**config.mk**
```make
export PLATFORM = sky130hd
export DESIGN_NAME = sabrc_ctrl
export DESIGN_NICKNAME = d
export VERILOG_FILES = /design/src/shared/sabrc_pkg.sv /design/src/design/sabrc_ctrl.sv
export SDC_FILE = /design/constraint.sdc
export NUM_CORES = 1
export LEC_CHECK = 0
export CORE_ASPECT_RATIO = 0.6
export CORE_MARGIN = 5
export CORE_UTILIZATION = 41
export DETAILED_ROUTE_END_ITERATION = 10
export DONT_BUFFER_PORTS = 1
export GPL_TIMING_DRIVEN = 0
export HOLD_SLACK_MARGIN = 0.1
export PLACE_DENSITY_LB_ADDON = 0.3
export SYNTH_ARGS = -nofsm -noshare
export SYNTH_HDL_FRONTEND = slang
export SYNTH_SLANG_ARGS = --single-unit
```
**constraint.sdc**
```tcl
create_clock -name clk -period 5.23 [get_ports clk]
set_input_delay 1.3075 -clock clk [delete_from_list [all_inputs] [get_ports clk]]
set_output_delay 1.3075 -clock clk [all_outputs]
set_load 0.1 [all_outputs]
```
**src/shared/sabrc_pkg.sv**
```systemverilog
// register map, field layout and timing constants for the buffer/reference control block
package sabrc_pkg;

  // register offsets (word addresses on the register port)
  localparam logic [6:0] buf_ctrl_addr  = 7'h02;
  localparam logic [6:0] ref_ctrl_addr  = 7'h03;
  localparam logic [6:0] reset_ctrl_addr = 7'h04;

  // result buffer control field positions
  localparam int buf_enable_bit = 15;
  localparam int buf_shot_bit   = 14;
  localparam int buf_tl_lsb     = 11;
  localparam int buf_full_bit   = 10;
  localparam int buf_empty_bit  = 9;

  // reference control field positions
  localparam int ref_rsvd_bit   = 5;
  localparam int ref_src_bit    = 4;
  localparam int ref_dly_lsb    = 2;
  localparam int ref_sleep_bit  = 1;
  localparam int ref_level_bit  = 0;

  // reset values
  localparam logic [15:0] buf_ctrl_reset  = 16'h0200;
  localparam logic [15:0] ref_ctrl_reset  = 16'h0002;
  localparam logic [15:0] reset_word_reset = 16'hffff;
  localparam logic [15:0] soft_reset_code = 16'hbb00;

  // buffer geometry
  localparam int          buf_depth      = 64;
  localparam int          tl_step        = 8;

  // settling delays in microseconds and cycles at 100 MHz
  localparam int clk_mhz       = 100;
  localparam int delay_01_us   = 100;
  localparam int delay_10_us   = 500;
  localparam int delay_11_us   = 1000;
  localparam int delay_01_cyc  = delay_01_us * clk_mhz;
  localparam int delay_10_cyc  = delay_10_us * clk_mhz;
  localparam int delay_11_cyc  = delay_11_us * clk_mhz;

  // register port request
  typedef struct packed {
    logic        wr;
    logic        rd;
    logic [6:0]  addr;
    logic [15:0] wdata;
  } sabrc_req_type;

  // reference steering outputs
  typedef struct packed {
    logic internal_sel;
    logic internal_powered;
    logic level_2v5;
  } sabrc_ref_type;

endpackage

```
**src/design/sabrc_ctrl.sv**
```systemverilog
// buffer, reference and soft-reset control for the touch-screen converter
// Overview of operation
// buffer enable 0 disables buffering and holds all pointers at reset values.
// shot select 0 means continuous buffering, 1 means single-shot buffering.
// trigger level equals eight times (field plus one), 8 through 64.
// full flag reads 1 exactly when 64 unread results are held.
// empty flag reads 1 when nothing unread remains; resets to 1.
// host always writes 0 to the reserved writable reference bit.
// reference source 0 selects external pin, 1 selects internal reference.
// settle delay codes give 0, 100, 500, 1000 us waits.
// settle delay applies only with internal reference sleeping between conversions.
// sleep select 0 keeps reference powered, 1 sleeps between conversions.
// external reference selected keeps internal reference powered down always.
// level bit selects 1.25 V when 0, 2.50 V when 1.
// writing 0xBB00 to reset register restores all control registers' defaults; code leaves the reset register at 0xBB00, not 0xFFFF.
// host writes no value other than the reset code there.
// while buffering, channel new-data and data-available status are invalid.
// unread count rises per stored result, falls per read; trigger at level.
module sabrc_ctrl #(
  parameter int depth        = sabrc_pkg::buf_depth,
  parameter int dly_01_cycles = sabrc_pkg::delay_01_cyc,
  parameter int dly_10_cycles = sabrc_pkg::delay_10_cyc,
  parameter int dly_11_cycles = sabrc_pkg::delay_11_cyc
) (
  // clock and reset
  input  wire logic                    clk,
  input  wire logic                    srst,
  // register port
  input  wire sabrc_pkg::sabrc_req_type req,
  output logic [15:0]                  rdata,
  // converter side
  input  wire logic                    result_store,
  input  wire logic                    result_read,
  input  wire logic                    conv_request,
  output logic                         conv_start,
  output logic                         settling,
  // buffer state
  output logic                         buffer_mode,
  output logic                         single_shot,
  output logic                         trigger_event,
  output logic [5:0]                   read_pointer,
  output logic [5:0]                   write_pointer,
  output logic [5:0]                   trigger_pointer,
  output logic                         status_valid,
  // reference steering
  output sabrc_pkg::sabrc_ref_type     ref_ctrl
);

  typedef enum logic [1:0] {st_idle, st_wait, st_go} sabrc_state_type;

  logic            buf_enable;
  logic            buf_shot;
  logic [2:0]      tl_code;
  logic            ref_rsvd;
  logic            ref_src;
  logic [1:0]      ref_dly;
  logic            ref_sleep;
  logic            ref_level;
  logic [15:0]     reset_word;
  logic [6:0]      unread;
  logic [16:0]     wait_cnt;
  logic [16:0]     next_wait;
  sabrc_state_type state;
  logic            soft_reset;
  logic            clear_regs;
  logic            buf_wr;
  logic            ref_wr;
  logic            rst_wr;
  logic            store_ok;
  logic            read_ok;
  logic            hold_ptrs;
  logic            trig_hit;
  logic            need_wait;
  logic [6:0]      trig_level;
  logic            full_flag;
  logic            empty_flag;
  logic [15:0]     buf_word;
  logic [15:0]     ref_word;
  logic [15:0]     next_rdata;

  // write decode shared by all three registers
  function automatic logic write_hit(input sabrc_pkg::sabrc_req_type r, input logic [6:0] a);
    write_hit = r.wr && r.addr == a;
  endfunction

  // settle wait in clock cycles for a delay code
  function automatic logic [16:0] settle_cycles(input logic [1:0] code);
    unique case (code)
      2'b00: settle_cycles = 17'h00000;
      2'b01: settle_cycles = 17'(dly_01_cycles);
      2'b10: settle_cycles = 17'(dly_10_cycles);
      2'b11: settle_cycles = 17'(dly_11_cycles);
    endcase
  endfunction

  assign buf_wr     = write_hit(req, sabrc_pkg::buf_ctrl_addr);
  assign ref_wr     = write_hit(req, sabrc_pkg::ref_ctrl_addr);
  assign rst_wr     = write_hit(req, sabrc_pkg::reset_ctrl_addr);
  assign soft_reset = rst_wr && req.wdata == sabrc_pkg::soft_reset_code;
  assign clear_regs = srst || soft_reset;

  // buffer control fields
  always_ff @(posedge clk) begin
    if (clear_regs) begin
      buf_enable <= sabrc_pkg::buf_ctrl_reset[sabrc_pkg::buf_enable_bit];
    end else if (buf_wr) begin
      buf_enable <= req.wdata[sabrc_pkg::buf_enable_bit];
    end
  end

  always_ff @(posedge clk) begin
    if (clear_regs) begin
      buf_shot <= sabrc_pkg::buf_ctrl_reset[sabrc_pkg::buf_shot_bit];
    end else if (buf_wr) begin
      buf_shot <= req.wdata[sabrc_pkg::buf_shot_bit];
    end
  end

  always_ff @(posedge clk) begin
    if (clear_regs) begin
      tl_code <= sabrc_pkg::buf_ctrl_reset[sabrc_pkg::buf_tl_lsb +: 3];
    end else if (buf_wr) begin
      tl_code <= req.wdata[sabrc_pkg::buf_tl_lsb +: 3];
    end
  end

  // reference control fields, reserved writable bit kept as written
  always_ff @(posedge clk) begin
    if (clear_regs) begin
      ref_rsvd <= sabrc_pkg::ref_ctrl_reset[sabrc_pkg::ref_rsvd_bit];
    end else if (ref_wr) begin
      ref_rsvd <= req.wdata[sabrc_pkg::ref_rsvd_bit];
    end
  end

  always_ff @(posedge clk) begin
    if (clear_regs) begin
      ref_src <= sabrc_pkg::ref_ctrl_reset[sabrc_pkg::ref_src_bit];
    end else if (ref_wr) begin
      ref_src <= req.wdata[sabrc_pkg::ref_src_bit];
    end
  end

  always_ff @(posedge clk) begin
    if (clear_regs) begin
      ref_dly <= sabrc_pkg::ref_ctrl_reset[sabrc_pkg::ref_dly_lsb +: 2];
    end else if (ref_wr) begin
      ref_dly <= req.wdata[sabrc_pkg::ref_dly_lsb +: 2];
    end
  end

  always_ff @(posedge clk) begin
    if (clear_regs) begin
      ref_sleep <= sabrc_pkg::ref_ctrl_reset[sabrc_pkg::ref_sleep_bit];
    end else if (ref_wr) begin
      ref_sleep <= req.wdata[sabrc_pkg::ref_sleep_bit];
    end
  end

  always_ff @(posedge clk) begin
    if (clear_regs) begin
      ref_level <= sabrc_pkg::ref_ctrl_reset[sabrc_pkg::ref_level_bit];
    end else if (ref_wr) begin
      ref_level <= req.wdata[sabrc_pkg::ref_level_bit];
    end
  end

  // reset word reads back its last value
  always_ff @(posedge clk) begin
    if (srst) begin
      reset_word <= sabrc_pkg::reset_word_reset;
    end else if (rst_wr) begin
      reset_word <= req.wdata;
    end
  end

  assign buffer_mode  = buf_enable;
  assign single_shot  = buf_shot;
  assign status_valid = !buf_enable;
  assign trig_level   = 7'((tl_code + 4'h1) * sabrc_pkg::tl_step);
  assign full_flag    = unread == 7'(depth);
  assign empty_flag   = unread == 7'h00;
  assign hold_ptrs    = clear_regs || !buf_enable;
  assign store_ok     = buf_enable && result_store && !full_flag;
  assign read_ok      = buf_enable && result_read && !empty_flag;
  assign trig_hit     = store_ok && 7'(unread + 7'h01) == trig_level;

  // unread count, a store and a read in one cycle cancel
  always_ff @(posedge clk) begin
    if (hold_ptrs) begin
      unread <= 7'h00;
    end else if (store_ok && !read_ok) begin
      unread <= unread + 7'h01;
    end else if (read_ok && !store_ok) begin
      unread <= unread - 7'h01;
    end
  end

  // pointers wrap over the 64 entries
  always_ff @(posedge clk) begin
    if (hold_ptrs) begin
      write_pointer <= 6'h00;
    end else if (store_ok) begin
      write_pointer <= write_pointer + 6'h01;
    end
  end

  always_ff @(posedge clk) begin
    if (hold_ptrs) begin
      read_pointer <= 6'h00;
    end else if (read_ok) begin
      read_pointer <= read_pointer + 6'h01;
    end
  end

  always_ff @(posedge clk) begin
    if (hold_ptrs) begin
      trigger_pointer <= 6'h00;
    end else if (trig_hit) begin
      trigger_pointer <= write_pointer + 6'h01;
    end
  end

  always_ff @(posedge clk) begin
    if (hold_ptrs) begin
      trigger_event <= 1'b0;
    end else begin
      trigger_event <= trig_hit;
    end
  end

  // reference steering, an external source keeps the internal one off
  assign ref_ctrl.internal_sel     = ref_src;
  assign ref_ctrl.level_2v5        = ref_level;
  assign ref_ctrl.internal_powered = ref_src && (!ref_sleep || state != st_idle);
  assign next_wait                 = settle_cycles(ref_dly);
  assign need_wait                 = ref_src && ref_sleep && next_wait != 17'h00000;

  // settle sequencer, waits only for a sleeping internal reference
  always_ff @(posedge clk) begin
    if (clear_regs) begin
      state <= st_idle;
    end else begin
      unique case (state)
        st_idle: begin
          if (conv_request && need_wait) begin
            state <= st_wait;
          end else if (conv_request) begin
            state <= st_go;
          end
        end
        st_wait: begin
          if (wait_cnt == 17'h00001) begin
            state <= st_go;
          end
        end
        st_go: begin
          state <= st_idle;
        end
      endcase
    end
  end

  always_ff @(posedge clk) begin
    if (clear_regs) begin
      wait_cnt <= 17'h00000;
    end else if (state == st_idle && conv_request && need_wait) begin
      wait_cnt <= next_wait;
    end else if (state == st_wait) begin
      wait_cnt <= wait_cnt - 17'h00001;
    end
  end

  assign settling   = state == st_wait;
  assign conv_start = state == st_go;

  assign buf_word = {buf_enable, buf_shot, tl_code, full_flag, empty_flag, 9'h000};
  assign ref_word = {10'h000, ref_rsvd, ref_src, ref_dly, ref_sleep, ref_level};

  // read data mux, unmapped addresses read as zero
  always_comb begin
    unique case (req.addr)
      sabrc_pkg::buf_ctrl_addr:   next_rdata = buf_word;
      sabrc_pkg::ref_ctrl_addr:   next_rdata = ref_word;
      sabrc_pkg::reset_ctrl_addr: next_rdata = reset_word;
      default:                    next_rdata = 16'h0000;
    endcase
  end

  always_ff @(posedge clk) begin
    if (srst) begin
      rdata <= 16'h0000;
    end else if (req.rd) begin
      rdata <= next_rdata;
    end
  end

endmodule

```
==> flow_summary.json <==
{
  "reg2reg_from": "buffer_mode$_SDFFE_PP0P_",
  "min-delay-start": "ref_rsvd$_SDFFE_PP0P_",
  "max_stage_delay_ps": 1090,
  "max_freq_mhz": 284.0,
  "period_minus_slack_ps": 3521,
  "stdcell_count": 653,
  "grt_max_degree": 17,
  "crit_family": "flip-flops",
  "track_usage": 0.1767,
  "antenna_found_initial": 0,
  "critPathRequiredTime_ps": 3920,
  "crit_path_start_kind": "register",
  "ios": 73,
  "drtIter0Drc": 216,
  "synth_area_leaders": "dfxtp_1, nand2_1, ha_1, xnor2_1, nor2_1",
  "ys_warn_count": 0,
  "synthTopCellsByCount": "dfxtp_1, nand2_1, nor2_1, a21oi_1, xnor2_1",
  "synth_edf_count": 0,
  "drc": 0,
  "die_h_microns": 89.38,
  "tightest_slew_ps": 1210,
  "switching_share": 0.2263,
  "avgViaCountPerCell": 5.429,
  "initial_core_util": 0.4134,
  "hold_buffers": 0,
  "diodes": 0,
  "grt-ovfl-total": 0,
  "yosys.area.top_type": "dfxtp_1",
  "ys_seq_elements": 88,
  "finalWirelength_microns": 11140,
  "path_clk_slew_ps": 70,
  "final_nets": 556,
  "critical_path_class": "register to output pin",
  "synth_top_area_frac": 0.4092,
  "status": "finished, final reports clean",
  "avgSynthCellArea_sq_um": 8.645,
  "num_vias": 3545,
  "htreeDepth": 3,
  "seq_power_share": 0.492,
  "pwr_density_cell_nw_per_um2": 285.6,
  "slowest_stage": "dfxtp_1",
  "internal-power_mw": 1.058,
  "totalPowerFinal_mw": 1.368,
  "combPwrFrac": 0.025,
  "first_pass_iters": 4,
  "synthCells": 498,
  "worstPathArrival_ps": 2210,
  "setup_viol": 0,
  "cap_violations": 0,
  "synth_area_sq_um": 4305,
  "fp.dieArea_sq_um": 12720,
  "cts_made_buffers": 9,
  "startpoint": "buffer_mode$_SDFFE_PP0P_",
  "whs_ps": 459.1,
  "cts_resized": 0,
  "synth.most_common_cell": "dfxtp_1",
  "crit_chain": "inv_1",
  "vdd_drop_max_mv": 0.1648,
  "tritoncts": "yes",
  "synthFlopType": "dfxtp_1",
  "min_period_over_period": 0.6733,
  "postSynth.asyncResetShare": 0,
  "dp_cells": 637,
  "syn-num-nets": 545,
  "critPathBufInv": 1,
  "rows": 29,
  "slew_viol_final": 0,
  "fin_tns_setup_ps": 0,
  "crit_fanout": 6,
  "ctsRootBufferMaster": "clkbuf_16",
  "worstSkewPairLatency_ps": 350,
  "grt_pass1_vias": 3325,
  "post_cts_buffers": 0,
  "rsz0062_at_grt": "false",
  "nFillCells": 990,
  "ys_seq_area_frac": 0.4092,
  "clkPwrFrac": 0.482,
  "synth_cell_types": 59,
  "place.detailed.hpwl_microns": 8467,
  "fin_worst_skew_ps": 7.663,
  "hp-class": "register to register",
  "die_x_microns": 142.3,
  "gp_congestion": 0.8719,
  "wl_per_cell_microns": 17.06,
  "ant_nets": 0,
  "layout-drive-gt1-share": 0.07782,
  "maxSlewHeadroom": 0.1923,
  "grt_pass1_wl_microns": 17290,
  "syn2layout_area_growth_pct": 11.22,
  "port_buffers": 0,
  "leakage_nw": 1.729,
  "endpoint_kind": "output pin",
  "power.switching_mw": 0.3094,
  "core_sq_um": 10410,
  "hold_viol": 0,
  "cts_sinks": 88,
  "clk_path_buf_depth": 2
}
through the flow:
| stage | cell area [sq um] | worst slack, ps | utilization |
|---|---|---|---|
| final | 4788 | 1709 | 0.4598 |
| after floorplan | 4305 | 1115 | - |
| after detailed placement | 4483 | 1841 | 0.4305 |
| after global placement | 4479 | 1002 | 0.4301 |
| after global routing | 4788 | 1646 | 0.4598 |
| after CTS | 4788 | 1660 | 0.4598 |
layout make-up:
class / count / area (sq um) / area share
Inverter: 13 / 48.80 / 0.01019
Multi-Input combinational cell: 368 / 2362 / 0.4933
Tap cell: 139 / 173.9 / 0.03632
Buffer: 29 / 136.4 / 0.02848
Clock inverter: 7 / 80.08 / 0.01672
Sequential cell: 88 / 1762 / 0.3679
Clock buffer: 9 / 225.2 / 0.04703
logic make-up (layout without fill, tap and decap cells):
family | Yosys count | count (layout) | synth area share
xor gates and xnor gates | 43 | 43 | 0.08747
and+or+nand+nor | 220 | 220 | 0.2668
DFF | 88 | 88 | 0.4092
muxes | 6 | 6 | 0.01395
buffers and inverters | 42 | 58 | 0.04301
adders and majority gates | 17 | 17 | 0.04940
AOI/OAI and AO/OA | 82 | 82 | 0.1302
power groups by stage:
stage / logic [mW] / registers, mW / clock network (mW)
detailed placement: 0.0345 / 0.689 / 0
CTS: 0.0347 / 0.673 / 0.677
finish: 0.0349 / 0.673 / 0.659
global placement: 0.0336 / 0.689 / 0
floorplan: 0.0274 / 0.688 / 0
global route: 0.0373 / 0.673 / 0.704
registers in the layout, summed over array words and instances (netlist names), 2 cells and up:
register         flops
unread               7
trigger_pointer      6
write_pointer        6
rdata               16
ref_dly              2
reset_word          16
read_pointer         6
tl_code              3
state                2
wait_cnt            17
routing by layer:
| metal | share of wire | wire length (microns) | track usage | vias up |
|---|---|---|---|---|
| met3 | 0.073 | 818 | 0.05452 | 11 |
| met5 | 0 | 0 | 0 | - |
| met4 | 0.014 | 157 | 0.05953 | 0 |
| met1 | 0.48 | 5333 | 0.2398 | 1684 |
| met2 | 0.43 | 4828 | 0.2691 | 91 |
| li1 | - | - | - | 1759 |
worst paths after layout:
check                            to  slack, ps  depth (start not counted)
max                    status_valid       1710                          1
min           ref_rsvd$_SDFFE_PP0P_        460                          2
max reg2reg  unread[4]$_SDFFE_PP0P_       2050                          8
min reg2reg   ref_rsvd$_SDFFE_PP0P_        460                          2
cell usage in the layout (no fill, tap or decap), types with 11 or more instances in the layout:
cell type,count
dfxtp_1,88
nand2_1,71
a22oi_1,11
nand3_1,22
nand4_1,12
ha_1,17
xor2_1,19
nand3b_1,15
xnor2_1,24
a21oi_1,27
nor2_1,50
clkbuf_1,15
inv_1,13
Note: power is estimated with default switching activity, not from simulation.
